==> src/pkg/mam_pkg.sv <==
`default_nettype none
package mam_pkg;
  // Message type bytes
  localparam logic [7:0] TYPE_AUTH_REQ   = 8'h70;
  localparam logic [7:0] TYPE_PEER_REPLY = 8'h71;
  localparam logic [7:0] TYPE_DATA_REQ   = 8'h72;
  localparam logic [7:0] TYPE_CHALLENGE  = 8'h20;
  localparam logic [7:0] TYPE_COMPLETE   = 8'h21;
  localparam logic [7:0] TYPE_DATA_RSP   = 8'h22;
  localparam logic [7:0] TYPE_ERR_ACK    = 8'h23;
  // Length field values (bytes after the length field, checksum included)
  localparam logic [15:0] LEN_AUTH_REQ   = 16'h0001;
  localparam logic [15:0] LEN_NONCE      = 16'h0011;
  localparam logic [15:0] LEN_PEER_REPLY = 16'h0021;
  localparam logic [15:0] LEN_ACK        = 16'h0002;
  localparam logic [15:0] LEN_DATA_RSP   = 16'h0001;
  localparam logic [15:0] HDR_AFTER_TYPE = 16'h0002;
  // Error codes carried by the acknowledge message
  localparam logic [7:0] ERR_SUM   = 8'h01;
  localparam logic [7:0] ERR_LEN   = 8'h02;
  localparam logic [7:0] ERR_STATE = 8'h03;
  localparam logic [7:0] ERR_AUTH  = 8'h04;
  // Cipher constants
  localparam logic [127:0] CBC_IV    = 128'h0;
  localparam logic [127:0] KEY_RESET = 128'h0;
  localparam int unsigned  PAY_BYTES = 32;
  localparam logic [4:0]   BODY_NONCE = 5'h10;
  localparam logic [4:0]   BODY_ACK   = 5'h01;
  localparam logic [4:0]   BODY_NONE  = 5'h00;
  // Outgoing FIFO shape
  localparam int unsigned  BYTE_W     = 8;
  localparam int unsigned  FIFO_DEPTH = 8;

  typedef enum logic [1:0] {RX_TYPE, RX_LEN_LO, RX_LEN_HI, RX_BODY} mam_rx_e;
  typedef enum logic [2:0] {
    ST_IDLE, ST_RAND, ST_ENC, ST_DEC0, ST_DEC1, ST_ENC2, ST_SEND
  } mam_st_e;
endpackage : mam_pkg
`default_nettype wire

==> src/pkg/mam_stream_if.sv <==
`timescale 1ns/1ps
`default_nettype none
interface mam_stream_if #(parameter int unsigned W = 8);
  logic         valid;
  logic         ready;
  logic [W-1:0] data;
  modport src (output valid, output data, input ready);
  modport snk (input valid, input data, output ready);
endinterface : mam_stream_if
`default_nettype wire

==> src/hw/mam_engine.sv <==
`timescale 1ns/1ps
`default_nettype none
module mam_engine (
  input  wire logic         i_clk,
  input  wire logic         i_reset_n,
  input  wire logic         i_link_up,
  input  wire logic         i_rx_valid,
  input  wire logic [7:0]   i_rx_data,
  output logic              o_rx_ready,
  output logic              o_tx_valid,
  output logic [7:0]        o_tx_data,
  input  wire logic         i_tx_ready,
  output logic              o_rand_req,
  input  wire logic         i_rand_valid,
  input  wire logic [127:0] i_rand_data,
  output logic              o_aes_start,
  output logic              o_aes_decrypt,
  output logic [127:0]      o_aes_key,
  output logic [127:0]      o_aes_block,
  input  wire logic         i_aes_done,
  input  wire logic [127:0] i_aes_result,
  input  wire logic         i_key_wr,
  input  wire logic [127:0] i_key_wr_data,
  output logic              o_authenticated,
  output logic [127:0]      o_session_key,
  output logic              o_data_req
);

  mam_pkg::mam_rx_e rx_q;
  mam_pkg::mam_st_e st_q;
  logic [7:0]   type_q;
  logic [15:0]  len_q;
  logic [15:0]  cnt_q;
  logic [7:0]   frame_xor_sum_q;
  logic         frame_done_q;
  logic         sum_ok_q;
  logic [7:0]   auth_payload_q [mam_pkg::PAY_BYTES];
  logic [127:0] reader_nonce_q;
  logic [127:0] peer_nonce_q;
  logic [127:0] session_key_q;
  logic [127:0] key_q;
  logic         auth_q;
  logic         challenged_q;
  logic         aes_go_q;
  logic         data_req_q;
  logic [7:0]   tx_type_q;
  logic [15:0]  tx_len_q;
  logic [127:0] tx_body_q;
  logic [15:0]  tx_idx_q;
  logic [7:0]   tx_sum_q;
  logic [7:0]   tx_byte;
  logic         tx_last;
  logic         take;
  logic         disp;
  logic [127:0] blk_lo;
  logic [127:0] blk_hi;
  logic [127:0] plain_hi;
  logic         nonce_match;

  mam_stream_if #(.W(mam_pkg::BYTE_W)) push_s ();
  mam_stream_if #(.W(mam_pkg::BYTE_W)) pop_s ();

  ////////////////////////////////////////////////////////////////////////
  // Frame receiver
  // Ready drops for the dispatch cycle so a back-to-back frame cannot
  // overwrite the type and length still being judged.
  assign o_rx_ready = (st_q == mam_pkg::ST_IDLE) && !frame_done_q;
  assign take = i_rx_valid && o_rx_ready;
  assign disp = (st_q == mam_pkg::ST_IDLE) && frame_done_q;

  always_ff @(posedge i_clk) begin
    if (!i_reset_n) begin
      rx_q            <= mam_pkg::RX_TYPE;
      type_q          <= '0;
      len_q           <= '0;
      cnt_q           <= '0;
      frame_xor_sum_q <= '0;
      frame_done_q    <= 1'b0;
      sum_ok_q        <= 1'b0;
    end else begin
      frame_done_q <= 1'b0;
      if (take) begin
        frame_xor_sum_q <= frame_xor_sum_q ^ i_rx_data;
        unique case (rx_q)
          mam_pkg::RX_TYPE: begin
            type_q          <= i_rx_data;
            frame_xor_sum_q <= i_rx_data;
            cnt_q           <= '0;
            rx_q            <= mam_pkg::RX_LEN_LO;
          end
          mam_pkg::RX_LEN_LO: begin
            len_q[7:0] <= i_rx_data;
            rx_q       <= mam_pkg::RX_LEN_HI;
          end
          mam_pkg::RX_LEN_HI: begin
            len_q[15:8] <= i_rx_data;
            if ({i_rx_data, len_q[7:0]} == '0) begin
              // No room for a checksum: judged as a bad frame
              frame_done_q <= 1'b1;
              sum_ok_q     <= 1'b0;
              rx_q         <= mam_pkg::RX_TYPE;
            end else begin
              rx_q <= mam_pkg::RX_BODY;
            end
          end
          mam_pkg::RX_BODY: begin
            cnt_q <= cnt_q + 16'h0001;
            if (cnt_q == 16'(len_q - 16'h0001)) begin
              frame_done_q <= 1'b1;
              sum_ok_q     <= (frame_xor_sum_q == i_rx_data);
              rx_q         <= mam_pkg::RX_TYPE;
            end
          end
        endcase
      end
    end
  end

  // Bytes past the 32nd are checked but not stored
  always_ff @(posedge i_clk) begin
    if (take && rx_q == mam_pkg::RX_BODY && cnt_q < 16'(mam_pkg::PAY_BYTES)) begin
      auth_payload_q[cnt_q[4:0]] <= i_rx_data;
    end
  end

  ////////////////////////////////////////////////////////////////////////
  // Cipher block assembly
  always_comb begin
    blk_lo = '0;
    blk_hi = '0;
    for (int i = 0; i < 16; i++) begin
      blk_lo[127-8*i -: 8] = auth_payload_q[i];
      blk_hi[127-8*i -: 8] = auth_payload_q[16+i];
    end
  end

  // Second CBC block chains on the first ciphertext block
  assign plain_hi    = i_aes_result ^ blk_lo;
  assign nonce_match = (plain_hi == reader_nonce_q);

  always_comb begin
    unique case (st_q)
      mam_pkg::ST_ENC:  o_aes_block = reader_nonce_q ^ mam_pkg::CBC_IV;
      mam_pkg::ST_ENC2: o_aes_block = peer_nonce_q ^ mam_pkg::CBC_IV;
      mam_pkg::ST_DEC0: o_aes_block = blk_lo;
      mam_pkg::ST_DEC1: o_aes_block = blk_hi;
      default:          o_aes_block = '0;
    endcase
  end

  assign o_aes_decrypt = (st_q == mam_pkg::ST_DEC0) || (st_q == mam_pkg::ST_DEC1);
  assign o_aes_start   = aes_go_q;
  assign o_aes_key     = key_q;
  assign o_rand_req    = (st_q == mam_pkg::ST_RAND);

  ////////////////////////////////////////////////////////////////////////
  // Message sequencer
  always_ff @(posedge i_clk) begin
    if (!i_reset_n) begin
      st_q           <= mam_pkg::ST_IDLE;
      aes_go_q       <= 1'b0;
      data_req_q     <= 1'b0;
      auth_q         <= 1'b0;
      challenged_q   <= 1'b0;
      reader_nonce_q <= '0;
      peer_nonce_q   <= '0;
      session_key_q  <= '0;
      tx_type_q      <= '0;
      tx_len_q       <= '0;
      tx_body_q      <= '0;
    end else begin
      aes_go_q   <= 1'b0;
      data_req_q <= 1'b0;
      unique case (st_q)
        mam_pkg::ST_IDLE: begin
          if (!i_link_up) begin
            auth_q       <= 1'b0;
            challenged_q <= 1'b0;
          end else if (disp) begin
            st_q      <= mam_pkg::ST_SEND;
            tx_type_q <= mam_pkg::TYPE_ERR_ACK;
            tx_len_q  <= mam_pkg::LEN_ACK;
            if (!sum_ok_q) begin
              tx_body_q <= {mam_pkg::ERR_SUM, 120'h0};
            end else if (type_q == mam_pkg::TYPE_AUTH_REQ) begin
              if (len_q != mam_pkg::LEN_AUTH_REQ) begin
                tx_body_q <= {mam_pkg::ERR_LEN, 120'h0};
              end else begin
                auth_q       <= 1'b0;
                challenged_q <= 1'b0;
                st_q         <= mam_pkg::ST_RAND;
              end
            end else if (type_q == mam_pkg::TYPE_PEER_REPLY) begin
              challenged_q <= 1'b0;
              if (!challenged_q) begin
                tx_body_q <= {mam_pkg::ERR_STATE, 120'h0};
              end else if (len_q != mam_pkg::LEN_PEER_REPLY) begin
                tx_body_q <= {mam_pkg::ERR_LEN, 120'h0};
              end else begin
                st_q     <= mam_pkg::ST_DEC0;
                aes_go_q <= 1'b1;
              end
            end else if (type_q == mam_pkg::TYPE_DATA_REQ && auth_q) begin
              // Inner command bodies are handled outside this engine
              data_req_q <= 1'b1;
              tx_type_q  <= mam_pkg::TYPE_DATA_RSP;
              tx_len_q   <= mam_pkg::LEN_DATA_RSP;
            end else begin
              tx_body_q <= {mam_pkg::ERR_STATE, 120'h0};
            end
          end
        end
        mam_pkg::ST_RAND: begin
          if (i_rand_valid) begin
            reader_nonce_q <= i_rand_data;
            st_q           <= mam_pkg::ST_ENC;
            aes_go_q       <= 1'b1;
          end
        end
        mam_pkg::ST_ENC: begin
          if (i_aes_done) begin
            tx_type_q    <= mam_pkg::TYPE_CHALLENGE;
            tx_len_q     <= mam_pkg::LEN_NONCE;
            tx_body_q    <= i_aes_result;
            challenged_q <= 1'b1;
            st_q         <= mam_pkg::ST_SEND;
          end
        end
        mam_pkg::ST_DEC0: begin
          if (i_aes_done) begin
            peer_nonce_q <= i_aes_result ^ mam_pkg::CBC_IV;
            st_q         <= mam_pkg::ST_DEC1;
            aes_go_q     <= 1'b1;
          end
        end
        mam_pkg::ST_DEC1: begin
          if (i_aes_done) begin
            if (nonce_match) begin
              auth_q        <= 1'b1;
              session_key_q <= {reader_nonce_q[127:64], peer_nonce_q[127:64]};
              st_q          <= mam_pkg::ST_ENC2;
              aes_go_q      <= 1'b1;
            end else begin
              tx_type_q <= mam_pkg::TYPE_ERR_ACK;
              tx_len_q  <= mam_pkg::LEN_ACK;
              tx_body_q <= {mam_pkg::ERR_AUTH, 120'h0};
              st_q      <= mam_pkg::ST_SEND;
            end
          end
        end
        mam_pkg::ST_ENC2: begin
          if (i_aes_done) begin
            tx_type_q <= mam_pkg::TYPE_COMPLETE;
            tx_len_q  <= mam_pkg::LEN_NONCE;
            tx_body_q <= i_aes_result;
            st_q      <= mam_pkg::ST_SEND;
          end
        end
        mam_pkg::ST_SEND: begin
          if (push_s.ready) begin
            if (tx_idx_q > 16'h0002) begin
              tx_body_q <= {tx_body_q[119:0], 8'h00};
            end
            if (tx_last) begin
              st_q <= mam_pkg::ST_IDLE;
            end
          end
        end
      endcase
    end
  end

  ////////////////////////////////////////////////////////////////////////
  // Customer key store
  always_ff @(posedge i_clk) begin
    if (!i_reset_n) begin
      key_q <= mam_pkg::KEY_RESET;
    end else if (i_key_wr && auth_q) begin
      key_q <= i_key_wr_data;
    end
  end

  ////////////////////////////////////////////////////////////////////////
  // Frame transmitter: header and checksum go out in clear
  assign tx_last = (tx_idx_q == 16'(tx_len_q + mam_pkg::HDR_AFTER_TYPE));

  always_comb begin
    if (tx_idx_q == 16'h0000) begin
      tx_byte = tx_type_q;
    end else if (tx_idx_q == 16'h0001) begin
      tx_byte = tx_len_q[7:0];
    end else if (tx_idx_q == 16'h0002) begin
      tx_byte = tx_len_q[15:8];
    end else if (tx_last) begin
      tx_byte = tx_sum_q;
    end else begin
      tx_byte = tx_body_q[127:120];
    end
  end

  always_ff @(posedge i_clk) begin
    if (!i_reset_n || st_q != mam_pkg::ST_SEND) begin
      tx_idx_q <= '0;
      tx_sum_q <= '0;
    end else if (push_s.ready) begin
      tx_idx_q <= tx_idx_q + 16'h0001;
      tx_sum_q <= tx_sum_q ^ tx_byte;
    end
  end

  assign push_s.valid = (st_q == mam_pkg::ST_SEND);
  assign push_s.data  = tx_byte;
  assign o_tx_valid   = pop_s.valid;
  assign o_tx_data    = pop_s.data;
  assign pop_s.ready  = i_tx_ready;

  mam_fifo #(
    .W     (mam_pkg::BYTE_W),
    .DEPTH (mam_pkg::FIFO_DEPTH)
  ) u_fifo (
    .i_clk     (i_clk),
    .i_reset_n (i_reset_n),
    .in_s      (push_s),
    .out_s     (pop_s)
  );

  assign o_authenticated = auth_q;
  assign o_session_key   = session_key_q;
  assign o_data_req      = data_req_q;
endmodule : mam_engine
`default_nettype wire

==> src/hw/mam_fifo.sv <==
`timescale 1ns/1ps
`default_nettype none
module mam_fifo #(
  parameter int unsigned W     = 8,
  parameter int unsigned DEPTH = 8
) (
  input  wire logic     i_clk,
  input  wire logic     i_reset_n,
  mam_stream_if.snk     in_s,
  mam_stream_if.src     out_s
);
  localparam int unsigned AW = $clog2(DEPTH);
  localparam logic [AW:0] FULL_CNT = (AW+1)'(DEPTH);
  localparam logic [AW-1:0] LAST_PTR = AW'(DEPTH - 1);

  logic [W-1:0]  mem_q [DEPTH];
  logic [AW-1:0] wr_q;
  logic [AW-1:0] rd_q;
  logic [AW:0]   cnt_q;
  logic          push;
  logic          pop;

  assign in_s.ready  = (cnt_q != FULL_CNT);
  assign out_s.valid = (cnt_q != '0);
  assign out_s.data  = mem_q[rd_q];
  assign push = in_s.valid && in_s.ready;
  assign pop  = out_s.valid && out_s.ready;

  always_ff @(posedge i_clk) begin
    if (push) begin
      mem_q[wr_q] <= in_s.data;
    end
  end

  always_ff @(posedge i_clk) begin
    if (!i_reset_n) begin
      wr_q  <= '0;
      rd_q  <= '0;
      cnt_q <= '0;
    end else begin
      if (push) begin
        wr_q <= (wr_q == LAST_PTR) ? '0 : wr_q + 1'b1;
      end
      if (pop) begin
        rd_q <= (rd_q == LAST_PTR) ? '0 : rd_q + 1'b1;
      end
      if (push && !pop) begin
        cnt_q <= cnt_q + 1'b1;
      end else if (pop && !push) begin
        cnt_q <= cnt_q - 1'b1;
      end
    end
  end
endmodule : mam_fifo
`default_nettype wire

==> config.mk <==
export PLATFORM = sky130hd
export DESIGN_NAME = mam_engine
export DESIGN_NICKNAME = d
export VERILOG_FILES = /design/src/pkg/mam_pkg.sv /design/src/pkg/mam_stream_if.sv /design/src/hw/mam_engine.sv /design/src/hw/mam_fifo.sv
export SDC_FILE = /design/constraint.sdc
export NUM_CORES = 2
export LEC_CHECK = 0
export BUFFER_PORTS_ARGS = -buffer_cell sky130_fd_sc_hd__buf_2
export CAP_MARGIN = 15
export CORE_MARGIN = 3
export CORE_UTILIZATION = 41
export CTS_CLUSTER_DIAMETER = 50
export DETAILED_ROUTE_END_ITERATION = 6
export GPL_ROUTABILITY_DRIVEN = 0
export PLACE_DENSITY = 0.72
export SLEW_MARGIN = 30
export SYNTH_ARGS = -nofsm -noshare
export SYNTH_HDL_FRONTEND = slang
export SYNTH_SLANG_ARGS = --single-unit
==> constraint.sdc <==
create_clock -name i_clk -period 4.55 [get_ports i_clk]
set_clock_uncertainty 0.05 [all_clocks]
set_input_delay 0.455 -clock i_clk [delete_from_list [all_inputs] [get_ports i_clk]]
set_output_delay 0.455 -clock i_clk [all_outputs]
set_load 0.02 [all_outputs]
==> flow_metrics.env <==
export IMPL_ir_drop_mv=0.4398
export IMPL_critPathMaxFanout=83
export IMPL_startpoint="st_q[0]$_SDFFE_PN0P_"
export IMPL_synthCells=4600
export IMPL_hp_class="input port to flip-flop"
export IMPL_layout_common_cells="1097 x nand2_1, 797 x buf_2, 740 x dfxtp_1"
export IMPL_seqCellArea_sq_um=24470
export IMPL_grt_usage_pct=30.49
export IMPL_fin_util_pct=54.36
export IMPL_synthFlopType="dfxtp_1"
export IMPL_synth_seq_area_share_pct=54.49
export IMPL_wl_per_cell_um=25.26
export IMPL_dp_cells=6535
export IMPL_netlist_area_sq_um=44900
export IMPL_grt_max_degree=161
export IMPL_clock_sinks=1062
export IMPL_clkLatencyLatePin_ps=740
export IMPL_syn_num_nets=5022
export IMPL_slowest_stage="dfxtp_4"
export IMPL_p_leak_nw=22.10
export IMPL_powerDensity_nw_per_um2=481.0
export IMPL_placed_area_sq_um=50370
export IMPL_instances_no_fill=7163
export IMPL_clockPowerShare_pct=37.9
export IMPL_cp_top_family="buffers and inverters"
export IMPL_postSynthAreaPerCell_sq_um=9.760
export IMPL_setup_tns_ps=0
export IMPL_internal_power_mw=19.06
export IMPL_grt_pass1_wl_mm=257.1
export IMPL_crit_buf_inv=3
export IMPL_path_cells="buf_4 -> nor2_4 -> buf_12 -> a22oi_1 -> nand2_1 -> buf_2"
export IMPL_crit_path_max_incr_delay_ps=770
export IMPL_die_w_um=336.9
export IMPL_path_class="flip-flop to output pin"
export IMPL_pin_count=799
export IMPL_rsz0062_at_grt="no"
export IMPL_slew_viol_final=0
export IMPL_dieArea_sq_um=113500
export IMPL_async_reset_ff_share_pct=0
export IMPL_synth_distinct_cells=64
export IMPL_nFillCells=9139
export IMPL_layout_nets=6055
export IMPL_max_cap_violations=0
export IMPL_clock_fmax_ghz=0.2542
export IMPL_routed_via_density=5.820
export IMPL_clockBufferDepth=3
export IMPL_timing_final_crit_period_ps=3934
export IMPL_grt_pass1_vias=38957
export IMPL_p_total_mw=28.18
export IMPL_hold_violations=0
export IMPL_seqPwrFrac_pct=39.4
export IMPL_port_buffers=798
export IMPL_cp_start_kind="flip-flop"
export IMPL_setup_viol=0
export IMPL_num_vias=41687
export IMPL_rr_startpoint="reader_nonce_q[67]$_SDFFE_PN0P_"
export IMPL_core_area_sq_um=107800
export IMPL_antenna_left=0
export IMPL_p_sw_share_pct=32.37
export IMPL_p_sw_mw=9.122
export IMPL_cts_tree="yes"
export IMPL_antenna_found_initial=24
export IMPL_cts_buffers=131
export IMPL_dr_pass1_iters=6
export IMPL_min_from="i_key_wr_data[88]"
export IMPL_cts_root_buffer="clkbuf_16"
export IMPL_final_common_cell="nand2_1"
export IMPL_wirelength_mm=180.9
export IMPL_path_clk_slew_ps=60
export IMPL_htree_num_levels=4
export IMPL_tightest_slew_ps=980.7
export IMPL_synth_seq_cells=1062
export IMPL_outcome="complete, no violations"
export IMPL_finalCritPeriodShare_pct=86.46
export IMPL_syn2layout_area_growth_pct=30.52
export IMPL_dp_hpwl_mm=122.9
export IMPL_cts_repair_resized=0
export IMPL_synth_edf_count=320
export IMPL_slew_headroom_pct=34.38
export IMPL_stdcell_area_sq_um=58600
export IMPL_num_rows=120
export IMPL_drc=0
export IMPL_ys_warnings_count=0
export IMPL_combPwrFrac_pct=22.7
export IMPL_drive_gt1_share_pct=20.36
export IMPL_worstPathArrival_ps=3430
export IMPL_initial_utilization_pct=41.65
export IMPL_die_h_um=336.9
export IMPL_multi_input_area_sq_um=19120
export IMPL_gr_total_overflow=0
export IMPL_worst_setup_path_end_kind="output pin"
export IMPL_drtIter0Drc=5025
export IMPL_required_ps=4050
-- Yosys cell counts (all sizes together) (3+ instances only) --
| library cell | number | area (sq um) |
|---|---|---|
| clkinv | 3 | 11.26 |
| nor4b | 3 | 26.28 |
| and3 | 10 | 62.56 |
| inv | 19 | 71.32 |
| nor2b | 6 | 37.54 |
| buf | 41 | 163.9 |
| mux2 | 11 | 123.9 |
| mux2i | 72 | 720.7 |
| and2 | 6 | 37.54 |
| nand2b | 14 | 87.58 |
| nor3b | 5 | 37.54 |
| o21ai | 173 | 865.8 |
| edfxtp | 320 | 9609 |
| nor2 | 247 | 927.1 |
| or3 | 11 | 68.82 |
| nor3 | 22 | 110.1 |
| xnor2 | 25 | 219.0 |
| o211ai | 3 | 22.52 |
| a21oi | 454 | 2272 |
| xnor3 | 128 | 2883 |
| xor2 | 38 | 332.8 |
| nand4 | 46 | 287.8 |
| nand3 | 176 | 880.8 |
| a211oi | 124 | 930.9 |
| o22ai | 37 | 231.5 |
| a21o | 3 | 22.52 |
| or4 | 3 | 22.52 |
| a22oi | 324 | 2432 |
| ha | 21 | 262.8 |
| or2 | 3 | 18.77 |
| dfxtp | 742 | 14850 |
| nand3b | 9 | 67.56 |
| clkbuf | 324 | 1216 |
| o31a | 3 | 26.28 |
| nand2 | 1102 | 4139 |
| mux4 | 16 | 360.4 |
| nor4 | 28 | 190.2 |
-- kinds of logic after synthesis --
| logic type | count (synthesis) | synth area share, % |
|---|---|---|
| flip-flops | 1062 | 54.49 |
| multiplexers | 99 | 2.684 |
| XOR/XNOR | 191 | 7.650 |
| buffers and inverters | 387 | 3.258 |
| adder cells (fa/ha/maj) | 22 | 0.6298 |
| AND/OR/NAND/NOR | 1699 | 15.77 |
| AO/OA/AOI/OAI | 1140 | 15.52 |
-- repair_timing --
| action | in CTS | in global routing |
|---|---|---|
| endpoints found under the setup margin | 0 | 0 |
| hold endpoints to repair | 377 | 0 |
| buffers inserted | 0 | 0 |
| hold buffers | 368 | 0 |
-- path summary, 6_finish.rpt --
kind	cells after the start	endpoint	slack, ps
worst max-delay path	6	o_aes_block[82]	620
worst min-delay path	3	o_aes_key[88]$_SDFFE_PN0P_	60
worst max register to register	10	tx_body_q[126]$_SDFFE_PN0P_	730
worst min register to register	2	o_aes_key[43]$_SDFFE_PN0P_	400
-- layout make-up --
type,count,area share (%)
diodes,18,0.07687
clock buffers,175,6.277
clock inverters,67,1.362
inverters,22,0.1537
multi-input cells,3151,32.62
flip-flops and latches,1062,41.76
well taps,1403,2.996
repair buffers,1265,14.76
-- metrics by stage --
step	hold WS [ps]	worst slack, ps
3_3_place_gp	388.0	675.5
2_1_floorplan	374.3	1569
6_report	62.14	615.9
5_1_grt	27.40	523.8
4_1_cts	1.508	631.2
3_5_place_dp	390.2	687.7
-- power by group through the flow --
stage	clock (mW)	sequential, mW	combinational (mW)
CTS	10.8	11.1	6.30
floorplan	0	11.0	3.95
detailed placement	0	11.3	6.00
global placement	0	11.2	5.89
finish	10.7	11.1	6.41
global route	11.2	11.2	6.83
-- worst min-delay path, stage by stage --
cell and delay (ps):
buf_2 130, nand2_1 120, a21oi_1 80
-- flip-flops by register name, indices dropped and copies added, names as in the netlist, 2 cells and up, named ones only --
| name | count |
|---|---|
| peer_nonce_q | 128 |
| type_q | 8 |
| tx_body_q | 128 |
| o_aes_key | 128 |
| u_fifo.rd_q | 3 |
| tx_idx_q | 16 |
| o_session_key | 128 |
| tx_len_q | 3 |
| frame_xor_sum_q | 8 |
| u_fifo.mem_q | 64 |
| u_fifo.cnt_q | 4 |
| st_q | 3 |
| tx_type_q | 3 |
| reader_nonce_q | 128 |
| auth_payload_q | 256 |
| tx_sum_q | 8 |
| rx_q | 2 |
| u_fifo.wr_q | 3 |
| len_q | 16 |
| cnt_q | 16 |
-- per-layer routing --
layer  wire length [um]  part of all wire, %  up-vias  global-route usage [%]
met4              11610                  6.4       10                   17.34
met1              68550                   38    19791                   39.37
met5                195                 0.11        -                  0.9362
met3              20870                   12      664                   8.449
met2              79700                   44     2810                   45.99
li1                   -                    -    18412                       -
(Power assumes the default switching activity.)
